## src/shared/bsf_pkg.sv

```systemverilog
// Purpose: Constants for the bypass switch fault control block
// Assumes: 40 MHz clock
// Notes:   Times kept in their own unit, counts derived from them
package bsf_pkg;

  // ------------------------------------------------------------
  // Timing
  // ------------------------------------------------------------
  localparam int CLK_MHZ          = 40;
  localparam int RESTART_MS       = 100;
  localparam int RESTART_CYCLES   = RESTART_MS * 1000 * CLK_MHZ;
  localparam int OV_DEGLITCH_US   = 10;
  localparam int OV_DEGLITCH_CYC  = OV_DEGLITCH_US * CLK_MHZ;
  localparam int CNT_W            = 23;

  // ------------------------------------------------------------
  // Reset values
  // ------------------------------------------------------------
  localparam logic MASK_RESET     = 1'b1;

  // ------------------------------------------------------------
  // Sequencer states
  // ------------------------------------------------------------
  typedef enum logic [2:0]
  {
    BSF_STRAP   = 3'h0,
    BSF_DELAY   = 3'h1,
    BSF_RAMP    = 3'h2,
    BSF_ACTIVE  = 3'h3,
    BSF_FAULT   = 3'h4
  } bsf_state_e;

endpackage

```

## src/logic/bsf_timer.sv

```systemverilog
// Purpose: Down counter with load and done flag
// Assumes: Load value nonzero
// Notes:   Done is high for one cycle when count reaches zero
`timescale 1ns/10ps
module bsf_timer
(
  // Clock and reset
  input  wire logic                      clock,
  input  wire logic                      rst,
  // Control
  input  wire logic                      load,
  input  wire logic [bsf_pkg::CNT_W-1:0] loadValue,
  input  wire logic                      run,
  // Status
  output logic                           done
);

  logic [bsf_pkg::CNT_W-1:0] count;
  logic [bsf_pkg::CNT_W-1:0] next_count;
  logic                      next_done;

  always_comb
  begin
    next_count = count;
    next_done  = 1'b0;
    if (load)
      next_count = loadValue;
    else if (run && count != {bsf_pkg::CNT_W{1'b0}})
    begin
      next_count = count - {{(bsf_pkg::CNT_W-1){1'b0}}, 1'b1};
      next_done  = (count == {{(bsf_pkg::CNT_W-1){1'b0}}, 1'b1});
    end
  end

  always_ff @(posedge clock or posedge rst)
  begin
    if (rst)
    begin
      count <= '0;
      done  <= 1'b0;
    end
    else
    begin
      count <= next_count;
      done  <= next_done;
    end
  end

endmodule

```

## src/logic/bsf_control.sv

```systemverilog
// Purpose: Mode strap, status reuse and fault restart for rail one
// Assumes: All inputs synchronous to clock; analog results as levels
// Notes:   Status read pulse clears the overcurrent latch
`timescale 1ns/10ps

// Notes on behaviour
// - In bypass the high-side switch is held on and the low side is off.
// - The passed rail turns on after its sequencing delay and ramps.
// - Power good in bypass marks ramp done with output near input.
// - Overcurrent flag in bypass follows the pass-transistor detector.
// - Unmasked bypass overcurrent drives the interrupt low and latches.
// - The overcurrent fault mask suppresses bypass overcurrent reports.
// - All four fault masks reset to one and software clears them.
// - Output comparator uses rising and falling thresholds with hysteresis.
// - Output below falling threshold raises undervoltage and shuts down.
// - After an undervoltage shutdown all rails restart after 100 ms.
// - Undervoltage fault acts only once its mask is cleared.
// - Supply above limit for 10 us turns the switch off, retry 100 ms. Here retry needs overvoltage mask and shutdown disable both clear.
// - One general-purpose pin may serve as the mode strap.
// - Strap low selects buck, strap high selects bypass.
// - A latched overcurrent stays set until its status is read.
module bsf_control
#(
  parameter int RESTART_CYCLES = bsf_pkg::RESTART_CYCLES
)
(
  // Clock and reset
  input  wire logic clock,
  input  wire logic rst,
  // Strap
  input  wire logic gpioIsModeStrap,
  input  wire logic modeStrap,
  // Sequencing
  input  wire logic sequenceDelayDone,
  input  wire logic softstartDone,
  // Analog comparators
  input  wire logic outAboveRising,
  input  wire logic outAboveFalling,
  input  wire logic passCurrentTrip,
  input  wire logic buckCurrentLimit,
  input  wire logic buckOutputGood,
  input  wire logic supplyOverLimit,
  // Software bits
  input  wire logic interruptUnmaskBit,
  input  wire logic maskWrite,
  input  wire logic overcurrentMaskIn,
  input  wire logic currentWarningMaskIn,
  input  wire logic overvoltageMaskIn,
  input  wire logic undervoltageMaskIn,
  input  wire logic voltageFaultShutdownDisable,
  input  wire logic statusRead,
  // Power stage
  output logic      highSideOn,
  output logic      lowSideEnable,
  output logic      softstartStart,
  output logic      allRailsShutdown,
  output logic      sequenceRelease,
  // Status
  output logic      bypassMode,
  output logic      powerGoodFlag,
  output logic      overcurrentFlag,
  output logic      overcurrentLatchFirst,
  output logic      voltageFaultState,
  output logic      interruptRequestLow,
  // Masks
  output logic      overcurrentFaultMask,
  output logic      currentWarningFaultMask,
  output logic      overvoltageFaultMask,
  output logic      undervoltageFaultMask
);

  // ------------------------------------------------------------
  // State
  // ------------------------------------------------------------
  bsf_pkg::bsf_state_e state;
  bsf_pkg::bsf_state_e next_state;
  logic                next_bypassMode;
  logic                outAbove;
  logic                next_outAbove;
  logic [8:0]          ovCount;
  logic [8:0]          next_ovCount;
  logic                next_ocLatch;
  logic                next_ocMask;
  logic                next_warnMask;
  logic                next_ovMask;
  logic                next_uvMask;
  logic                timerLoad;
  logic                timerDone;
  logic                uvFault;
  logic                ovFault;
  logic                ocEvent;
  logic                railOn;
  logic                nextRailOn;

  bsf_timer u_timer
  (
    .clock     (clock),
    .rst       (rst),
    .load      (timerLoad),
    .loadValue (RESTART_CYCLES[bsf_pkg::CNT_W-1:0]),
    .run       (state == bsf_pkg::BSF_FAULT),
    .done      (timerDone)
  );

  // ------------------------------------------------------------
  // Comparators and faults
  // ------------------------------------------------------------
  always_comb
  begin
    next_outAbove = outAbove;
    if (outAboveRising)
      next_outAbove = 1'b1;
    else if (!outAboveFalling)
      next_outAbove = 1'b0;
    next_ovCount = '0;
    if (supplyOverLimit && bypassMode && railOn)
    begin
      if (ovCount == bsf_pkg::OV_DEGLITCH_CYC[8:0])
        next_ovCount = ovCount;
      else
        next_ovCount = ovCount + 9'h001;
    end
  end

  assign railOn = (state == bsf_pkg::BSF_RAMP) ||
                  (state == bsf_pkg::BSF_ACTIVE);
  assign nextRailOn = (next_state == bsf_pkg::BSF_RAMP) ||
                      (next_state == bsf_pkg::BSF_ACTIVE);
  assign uvFault = bypassMode && (state == bsf_pkg::BSF_ACTIVE) &&
                   !outAboveFalling && !undervoltageFaultMask;
  assign ovFault = (ovCount == bsf_pkg::OV_DEGLITCH_CYC[8:0]);
  assign ocEvent = bypassMode && railOn && passCurrentTrip &&
                   interruptUnmaskBit && !overcurrentFaultMask;

  // ------------------------------------------------------------
  // Sequencer
  // ------------------------------------------------------------
  always_comb
  begin
    next_state      = state;
    next_bypassMode = bypassMode;
    timerLoad       = 1'b0;
    unique case (state)
      bsf_pkg::BSF_STRAP:
      begin
        // strap pin option, level picks mode, once
        next_bypassMode = gpioIsModeStrap && modeStrap;
        next_state      = bsf_pkg::BSF_DELAY;
      end
      bsf_pkg::BSF_DELAY:
        if (sequenceDelayDone)
          next_state = bsf_pkg::BSF_RAMP;
      bsf_pkg::BSF_RAMP:
        if (ovFault)
        begin
          next_state = bsf_pkg::BSF_FAULT;
          timerLoad  = 1'b1;
        end
        else if (softstartDone)
          next_state = bsf_pkg::BSF_ACTIVE;
      bsf_pkg::BSF_ACTIVE:
        if (uvFault || ovFault)
        begin
          next_state = bsf_pkg::BSF_FAULT;
          timerLoad  = 1'b1;
        end
      bsf_pkg::BSF_FAULT:
        // restart after delay, undervoltage always, overvoltage only if enabled
        if (timerDone && (voltageFaultState ||
            (!overvoltageFaultMask && !voltageFaultShutdownDisable)))
          next_state = bsf_pkg::BSF_DELAY;
    endcase
  end

  // ------------------------------------------------------------
  // Latch and masks
  // ------------------------------------------------------------
  always_comb
  begin
    next_ocLatch = overcurrentLatchFirst;
    if (statusRead)
      next_ocLatch = 1'b0;
    if (ocEvent)
      next_ocLatch = 1'b1;
    next_ocMask   = overcurrentFaultMask;
    next_warnMask = currentWarningFaultMask;
    next_ovMask   = overvoltageFaultMask;
    next_uvMask   = undervoltageFaultMask;
    if (maskWrite)
    begin
      next_ocMask   = overcurrentMaskIn;
      next_warnMask = currentWarningMaskIn;
      next_ovMask   = overvoltageMaskIn;
      next_uvMask   = undervoltageMaskIn;
    end
  end

  always_ff @(posedge clock or posedge rst)
  begin
    if (rst)
    begin
      state                   <= bsf_pkg::BSF_STRAP;
      bypassMode              <= 1'b0;
      outAbove                <= 1'b0;
      ovCount                 <= '0;
      overcurrentLatchFirst   <= 1'b0;
      overcurrentFaultMask    <= bsf_pkg::MASK_RESET;
      currentWarningFaultMask <= bsf_pkg::MASK_RESET;
      overvoltageFaultMask    <= bsf_pkg::MASK_RESET;
      undervoltageFaultMask   <= bsf_pkg::MASK_RESET;
      highSideOn              <= 1'b0;
      lowSideEnable           <= 1'b0;
      softstartStart          <= 1'b0;
      allRailsShutdown        <= 1'b0;
      sequenceRelease         <= 1'b0;
      powerGoodFlag           <= 1'b0;
      overcurrentFlag         <= 1'b0;
      voltageFaultState       <= 1'b0;
      interruptRequestLow     <= 1'b1;
    end
    else
    begin
      state                   <= next_state;
      bypassMode              <= next_bypassMode;
      outAbove                <= next_outAbove;
      ovCount                 <= next_ovCount;
      overcurrentLatchFirst   <= next_ocLatch;
      overcurrentFaultMask    <= next_ocMask;
      currentWarningFaultMask <= next_warnMask;
      overvoltageFaultMask    <= next_ovMask;
      undervoltageFaultMask   <= next_uvMask;
      // pass switch on while rail on, low side off in bypass
      highSideOn              <= nextRailOn;
      lowSideEnable           <= !next_bypassMode && nextRailOn;
      softstartStart          <= (state == bsf_pkg::BSF_DELAY) &&
                                 sequenceDelayDone;
      allRailsShutdown        <= (next_state == bsf_pkg::BSF_FAULT);
      // bypass: ramp done and output near input; buck: buck output good
      powerGoodFlag           <= bypassMode ?
                                 (state == bsf_pkg::BSF_ACTIVE && outAbove)
                                 : buckOutputGood;
      sequenceRelease         <= bypassMode ?
                                 (state == bsf_pkg::BSF_ACTIVE && outAbove)
                                 : buckOutputGood;
      overcurrentFlag         <= bypassMode ? passCurrentTrip
                                            : buckCurrentLimit;
      if (timerLoad)
        voltageFaultState <= uvFault;
      else if (next_state != bsf_pkg::BSF_FAULT)
        voltageFaultState <= 1'b0;
      interruptRequestLow     <= !next_ocLatch;
    end
  end

endmodule

```

## config.mk

```make
export PLATFORM = sky130hd
export DESIGN_NAME = bsf_control
export DESIGN_NICKNAME = d
export VERILOG_FILES = /design/src/shared/bsf_pkg.sv /design/src/logic/bsf_timer.sv /design/src/logic/bsf_control.sv
export SDC_FILE = /design/constraint.sdc
export NUM_CORES = 1
export LEC_CHECK = 0
export BUFFER_PORTS_ARGS = -buffer_cell sky130_fd_sc_hd__buf_2
export CORE_ASPECT_RATIO = 1.2
export CORE_MARGIN = 2
export CORE_UTILIZATION = 45
export DETAILED_ROUTE_END_ITERATION = 7
export GPL_TIMING_DRIVEN = 1
export PLACE_DENSITY = 0.71
export SYNTH_ARGS = -nofsm -noshare
export SYNTH_HDL_FRONTEND = slang
export SYNTH_HIERARCHICAL = 1
export SYNTH_SLANG_ARGS = --single-unit
```

## constraint.sdc

```tcl
create_clock -name clock -period 4.78 [get_ports clock]
set_input_delay 0.478 -clock clock [delete_from_list [all_inputs] [get_ports clock]]
set_output_delay 0.478 -clock clock [all_outputs]
set_load 0.01 [all_outputs]
```

==> results of run 1 <==
[power breakdown]
group          internal [mW]  leakage, nW  switching (mW)  total, mW
clock network          0.156       0.0514           0.140      0.296
registers              0.571        0.625           0.166      0.736
logic                  0.197        0.641           0.213      0.410
[logic make-up (layout without fill, tap and decap cells)]
| kind of cell | after synthesis | count (layout) | synth area share [%] |
|---|---|---|---|
| xor+xnor | 19 | 19 | 6.00 |
| other cells | 2 | 23 | 0.271 |
| compound gates | 62 | 62 | 13.7 |
| mux | 8 | 8 | 3.25 |
| fa+ha+maj | 4 | 4 | 1.81 |
| simple gates | 114 | 114 | 25.5 |
| buf+inv | 23 | 57 | 3.25 |
| flops | 51 | 51 | 46.3 |
[cell type report]
class	instances	area, um^2	area share (%)
clock inverter	2	37.5	1.17
sequential	51	1280	40.0
timing repair buffer	35	178	5.54
inverter	14	52.6	1.64
clock buffer	6	72.6	2.26
multi-input combinational	230	1480	46.2
tap	82	103	3.20
[worst paths after layout]
| path | from | endpoint | slack [ps] | cells after the start |
|---|---|---|---|---|
| max | ovCount[0] | u_timer/count[15] | 2150 | 9 |
| min | rst | u_timer/count[18] | 360 | 2 |
| max reg2reg | ovCount[0] | u_timer/count[15] | 2150 | 9 |
| min reg2reg | u_timer/done | voltageFaultState | 480 | 1 |
| max in group asynchronous | rst | ovCount[0] | 3780 | 2 |
| min in group clock | outAboveRising | outAbove | 360 | 2 |
[layer usage]
metal | wire length, um | vias to the layer above | global-route usage, %
li1 | - | 1109 | -
met1 | 2370 | 1024 | 19.8
met2 | 2900 | 30 | 32.0
met3 | 168 | 5 | 4.15
met4 | 61 | 0 | 5.70
met5 | 0 | - | 0
[cells in the final DEF, fill, tap and decap left out, drive strengths merged, types with 2 or more instances in the layout]
cell type	count
o21ai	29
dfstp	5
or3	3
nand2	35
nor3	12
nand3	12
a21oi	12
xor2	13
or3b	2
inv	14
ha	4
mux2	8
o21bai	2
conb	23
dfrtp	46
a21o	3
xnor2	6
nand4b	2
nor2	8
nand4	6
o211ai	4
buf	35
or4	6
o31ai	3
clkbuf	6
nor4	8
o32ai	2
and2	2
nand4bb	4
nand2b	4
==> impl_metrics.ini, run 1 <==
[setup_path]
crit_type = reg -> reg
critPathLaunchType = flip-flop
required_ps = 4970
cp_num_buf_inv = 2
critical_path.cell_chain = inv_1 > ha_1 > nand4bb_1 > o21ai_1 > and2_1 > buf_4 > nand2b_1 > a21oi_1 > a211o_1
crit_slowest_cell = and2_1
max_stage_delay_ps = 510
cp_top_family = simple AND/OR/NAND/NOR gates
crit_path_max_fanout = 28
end_kind = flip-flop
worst-endpoint-arrival_ps = 2820

[outcome]
status = completed

[flow_run]
maxCapViolCount = 0

[final_layout]
final_util_pct = 53.3
layout.nets = 361
top_register = u_timer/count
largest_reg_flops = 23
final_cells = 420
drive_gt1_share_pct = 21.6
antenna_cells = 0
fin_area_um2 = 3200
fill_cells = 587
syn_to_final_growth_pct = 15.6
reg.largest.list = u_timer/count: 23 flops, ovCount: 9 flops, state: 3 flops

[global_route]
grt.total_usage_pct = 17.8
grt_antenna_before_repair = 0
overflow = 0
grt_pass1_vias = 2255
grt_max_degree = 29
grt_pass1_wl_mm = 9.51

[routing]
final_antenna_net_count = 0
post_drt_wl_per_cell_um = 13.1
via_per_inst = 5.16
drt_iter0_markers = 61
route.final.wire_length_mm = 5.50
vias = 2168
firstDrtPassIters = 4
drc = 0

[sta]
worstMarginPinSlew_ps = 989
hold_slack_ps = 359
fmaxAchievable_mhz = 380
rsz0062_at_grt = no
hold_viol = 0
layout_min_cycle_time_ps = 2630
skew_ps = 7.15
layout_setup_ws_ps = 2150
maxSlewHeadroom_pct = 34.0
slew_viol_final = 0
finalSetupViolations = 0
min_period_over_period_pct = 55.0
setup_tns_ps = 0

[cts]
cts-root-buf = clkbuf_8
ctsResizeCount = 0
clock_latency_ps = 300
cts_tree = done
post-cts-setup-buffer-count = 0
cts_max_path_buffers = 2
clkSinkCount = 51
cts_buffers = 5
htreeDepth = 2
clk_pin_slew_worst_paths_ps = 90
ctsHoldBuffers = 0

[hold_path]
hp-class = in -> async

[placed_design]
io_buffers = 34
pre_cts_slack_ps = 2160
dp_cells = 412
dp_hpwl_mm = 4.09
place.gp.congestion = 0.816
place_area_um2 = 3090

[pwr]
p_per_area_nw_per_um2 = 450
vdd_ir_drop_max_mv = 0.186
leakagePower_nw = 1.32
finalPower_mw = 1.44

[die]
fp.dieH_um = 90.0
initial_utilization_pct = 46.1
die_w_um = 75.7
coreArea_um2 = 6010
die-area_um2 = 6810
rows = 31
num_io_pins = 35

[yosys]
yosysMostFrequentCell = dfrtp_1
ys_seq_area_share_pct = 46.3
synth_cells = 283
ys_seq_elements = 51
synth_warnings = 6
synth.distinct_cells = 56
yosysTopAreaCellShare_pct = 41.5
synth_edf_count = 0
synth.top_cells.by_area = dfrtp_1 (42%), dfstp_2 (4.7%), nand2_1 (4.7%)
syn_area_per_cell_um2 = 9.80
yosys.area.top_type = dfrtp_1
synth_ff_type = dfrtp_1
synth_area_um2 = 2770
netlist_top_cells_count = dfrtp_1 (46), nand2_1 (35), o21ai_0 (16), inv_1 (14), xor2_1 (13)
async_flop_share_pct = 100
Note: power is estimated with default switching activity, not from simulation.
==> inputs of run 2 (changes only) <==
- clock period: 4.78 -> 2.75 ns (I/O delays scaled with it)
==> run 2 against run 1 <==
  * Global-route usage decreased by 0.14 points
  * Critical endpoint is now u_timer/count[20]
  * Sequential share of layout area is 0.19 points lower
  * Critical path type unchanged
  * Non-clock buffer count grew 2
  * Cell count up 0.48%
  * Register-to-register slack worse by 1700 ps
  * First-iteration DRC count increased by 59%
  * Largest cell class unchanged
==> impl_metrics.ini, run 2 (synthesis results as in run 1) <==
[outcome]
status = completed

[global_route]
grt_pass1_wl_mm = 9.49
grt_max_degree = 29
overflow = 0
grt.total_usage_pct = 17.6
grt_pass1_vias = 2105
grt_antenna_before_repair = 0

[die]
die-area_um2 = 6810
coreArea_um2 = 6010
die_w_um = 75.7
num_io_pins = 35
initial_utilization_pct = 46.1
rows = 31
fp.dieH_um = 90.0

[cts]
cts_max_path_buffers = 2
clock_latency_ps = 310
ctsResizeCount = 0
cts_buffers = 5
ctsHoldBuffers = 0
clk_pin_slew_worst_paths_ps = 100
clkSinkCount = 51
post-cts-setup-buffer-count = 0
cts_tree = done
htreeDepth = 2
cts-root-buf = clkbuf_8

[setup_path]
ff2ff_path_depth = 7
crit_type = reg -> reg
crit_path_max_fanout = 12
required_ps = 2990
end_kind = flip-flop
critPathLaunchType = flip-flop
worst-endpoint-arrival_ps = 2500

[pwr]
leakagePower_nw = 1.33
vdd_ir_drop_max_mv = 0.363
p_per_area_nw_per_um2 = 785

[sta]
maxSlewHeadroom_pct = 34.4
setup_tns_ps = 0
skew_ps = 10.4
layout_min_cycle_time_ps = 2260
min_period_over_period_pct = 82.1
rsz0062_at_grt = no
slew_viol_final = 0
finalSetupViolations = 0
fmaxAchievable_mhz = 443
worstMarginPinSlew_ps = 983
hold_viol = 0

[final_layout]
fin_area_um2 = 3220
largest_reg_flops = 23
final_common_cell = dfrtp_1
drive_gt1_share_pct = 22.1
final_util_pct = 53.5
antenna_cells = 0
layout.nets = 363
top_register = u_timer/count
reg.largest.list = u_timer/count: 23 flops, ovCount: 9 flops, state: 3 flops
final_cell_mix = dfrtp_1 (46), nand2_1 (35), buf_2 (34), conb_1 (23), o21ai_0 (16)
syn_to_final_growth_pct = 16.1

[routing]
post_drt_wl_per_cell_um = 12.9
via_per_inst = 5.17
route.final.wire_length_mm = 5.44
drc = 0
firstDrtPassIters = 4
vias = 2180
final_antenna_net_count = 0
drt_iter0_markers = 97

[placed_design]
dp_hpwl_mm = 3.98
io_buffers = 34
place_area_um2 = 3110
place.gp.congestion = 0.866

[flow_run]
maxCapViolCount = 0

[hold_path]
hp-class = in -> async
## run 2: changes by cell type in the layout (fill, tap and decap cells not counted)
cell   change
buf_4      +2
## run 2: layout make-up
| type | instances | area, um^2 |
|---|---|---|
| Clock buffer | 6 | 72.6 |
| Clock inverter | 2 | 37.5 |
| Fill cell | 546 | 2790 |
| Sequential cell | 51 | 1280 |
| Timing Repair Buffer | 37 | 193 |
| Inverter | 14 | 52.6 |
| Tap cell | 82 | 103 |
| Multi-Input combinational cell | 230 | 1480 |
## run 2: power breakdown
group / switching [mW] / leakage [nW] / internal, mW / total (mW)
registers: 0.294 / 0.625 / 0.991 / 1.29
clock network: 0.249 / 0.0514 / 0.272 / 0.521
logic: 0.367 / 0.651 / 0.353 / 0.720
total: 0.910 / 1.33 / 1.62 / 2.53
## run 2: worst paths after layout
check,startpoint,endpoint,slack [ps]
max in group asynchronous,rst,voltageFaultState,1960
min,rst,u_timer/count[16],160
max reg2reg,state[0],u_timer/count[20],490
max,state[0],u_timer/count[20],490
min in group clock,outAboveRising,outAbove,160
min reg2reg,u_timer/done,voltageFaultState,470
## run 2: layer usage
| metal | share of wire, % | vias up | track usage (%) |
|---|---|---|---|
| met5 | 0 | - | 0 |
| met4 | 1.4 | 0 | 5.41 |
| met3 | 3.6 | 6 | 3.48 |
| met2 | 51 | 40 | 30.1 |
| met1 | 44 | 1026 | 21.8 |
| li1 | - | 1108 | - |
## run 2: stage by stage
stage / instances / setup slack [ps] / hold slack, ps / power, mW
floorplan: 304 / 602 / 290 / 1.79
global placement: 414 / 580 / 461 / 2.00
detailed placement: 414 / 498 / 463 / 2.02
CTS: 422 / 504 / 142 / 2.55
global route: 422 / 272 / 143 / 2.74
finish: 422 / 492 / 156 / 2.53
## run 2: worst max-delay path, stage by stage, from the launching register on
cell and delay (ps):
dfrtp_1 460, or3b_2 500, inv_1 280, nand4bb_1 270
nor4_4 270, nand3_1 130, xor2_1 170, o21ai_1 110
==> inputs of run 3 (changes only) <==
- PLACE_DENSITY: 0.71 -> 0.73
- clock period: 2.75 -> 1.9 ns (I/O delays scaled with it)
==> run 3 against run 2 <==
  * The flow now finishes with violations (setup timing)
  * Combinational power rose by 130%
  * Maximum frequency increased by 18%
  * Register-to-register slack got worse by 500 ps
  * Sequential share of layout area down 5.9 points
  * Via count is 12% higher
  * Worst setup slack lost 500 ps
  * Clock-buffer cell count shrank 1
  * Utilization up 9.3 points
  * Largest power group unchanged
==> impl_metrics.ini, run 3 (synthesis results as in run 1) <==
[routing]
wl_met2_mm = 3.33
route.final.wire_length_mm = 6.30
firstDrtPassIters = 4
wl_met3_um = 223
wirelength_met1_mm = 2.67
drc = 0
drt_iter0_markers = 65
final_antenna_net_count = 0
vias = 2435
post_drt_wl_per_cell_um = 13.4
via_per_inst = 5.18
highest_layer = met4

[outcome]
status = finished, violations left
failed_checks = setup timing

[die]
die-area_um2 = 6810
fp.dieH_um = 90.0
coreArea_um2 = 6010
rows = 31
initial_utilization_pct = 46.1
num_io_pins = 35
die_w_um = 75.7

[setup_path]
critical_path.cell_chain = or3b_4 > inv_4 > nand4bb_4 > nor4_4 > nand3_1 > xor2_1 > o21ai_1
crit_path_max_fanout = 4
max_stage_delay_ps = 420
worst-endpoint-arrival_ps = 2140
end_kind = flip-flop
required_ps = 2140
crit_type = reg -> reg
crit_slowest_cell = or3b_4
cp_top_family = simple AND/OR/NAND/NOR gates
critPathLaunchType = flip-flop
cp_num_buf_inv = 1

[final_layout]
syn_to_final_growth_pct = 36.2
fin_area_um2 = 3780
drive_gt1_share_pct = 38.1
multi_input_area_um2 = 1670
final_cell_mix = buf_4 (50), dfrtp_1 (45), buf_2 (34), nand2_1 (33), conb_1 (23)
reg.largest.list = u_timer/count: 23 flops, ovCount: 9 flops, state: 3 flops
final_cells = 470
top_register = u_timer/count
largest_reg_flops = 23
antenna_cells = 0
layout.nets = 411
fill_cells = 472
ff_latch_area_um2 = 1280
final_common_cell = buf_4

[cts]
cts_buffers = 5
clk_pin_slew_worst_paths_ps = 90
cts_max_path_buffers = 2
htreeDepth = 2
cts-root-buf = clkbuf_8
cts_tree = done
clkSinkCount = 51
clock_latency_ps = 310

[sta]
slew_viol_final = 0
layout_min_cycle_time_ps = 1910
finalSetupViolations = 1
layout_setup_ws_ps = -5.86
min_period_over_period_pct = 100
fmaxAchievable_mhz = 525
rsz0062_at_grt = yes
hold_viol = 0
skew_ps = 6.31
setup_tns_ps = -5.86

[global_route]
grt_max_degree = 28
grt_pass1_vias = 2324
grt.total_usage_pct = 18.7
overflow = 0
grt_pass1_wl_mm = 10.1
grt_antenna_before_repair = 0

[flow_run]
maxCapViolCount = 0

[pwr]
leakagePower_nw = 1.63
vdd_ir_drop_max_mv = 0.797
finalPower_mw = 4.21
p_per_area_nw_per_um2 = 1110

[placed_design]
place.gp.congestion = 0.891
io_buffers = 34
dp_cells = 456
place_area_um2 = 3440
dp_hpwl_mm = 4.40

[hold_path]
hp-class = in -> reg
## run 3: changes by cell type in the layout (fill, tap and decap cells not counted), moves of 3 or more
cell	before	now
buf_4	3	50
inv_1	14	10
inv_2	0	3
nor4_1	4	1
nor4_4	1	4
o21ai_0	16	13
## run 3: worst paths after layout
check,startpoint,end,slack (ps),cells after the start
setup / recovery,state[0],u_timer/count[18],-6,7
hold / removal,outAboveRising,outAbove,70,2
setup reg to reg,state[0],u_timer/count[18],-6,7
hold reg to reg,u_timer/done,voltageFaultState,470,1
max in group asynchronous,rst,overvoltageFaultMask,1110,4
min in group asynchronous,rst,u_timer/count[16],470,4
## run 3: timing repair
action | 4_1_cts | 5_1_grt
gates resized for setup | 9 | 31
pin swaps | 1 | 16
buffers inserted | 0 | 5
endpoints found under the setup margin | 20 | 24
hold buffers | 1 | 0
hold endpoints to repair | 46 | 0
## run 3: metal layers
| metal | GRT usage, % | up-vias |
|---|---|---|
| met5 | 0 | - |
| met4 | 4.97 | 0 |
| met3 | 3.70 | 12 |
| met2 | 32.3 | 56 |
| met1 | 23.2 | 1159 |
| li1 | - | 1208 |
## run 3: where the power goes
group,switching (mW),internal [mW],total [mW],leakage [nW]
registers,0.375,1.44,1.81,0.624
clock network,0.366,0.392,0.759,0.0581
logic,0.797,0.840,1.64,0.945
total,1.54,2.67,4.21,1.63
## run 3: layout make-up
class,instances,share of cell area (%)
inverter,14,1.46
clock buffer,5,1.82
timing repair buffer,85,14.7
clock inverter,3,1.16
multi-input combinational,230,44.2
sequential,51,34.0
tap,82,2.72
## run 3: metrics by stage
step	setup WS (ps)	util, %	hold slack, ps
6_report	-5.86	62.8	73.2
5_1_grt	-157	62.8	55.7
4_1_cts	-36.3	59.8	59.7
3_5_place_dp	-85.6	57.1	267
3_3_place_gp	-47.7	57.1	265
2_1_floorplan	-34.4	-	205
## run 3: worst reg2reg max path, cell delays in order (launching register included)
cell and delay [ps]:
dfrtp_1 390, or3b_4 420, inv_4 80, nand4bb_4 140
nor4_4 390, nand3_1 140, xor2_1 160, o21ai_1 130
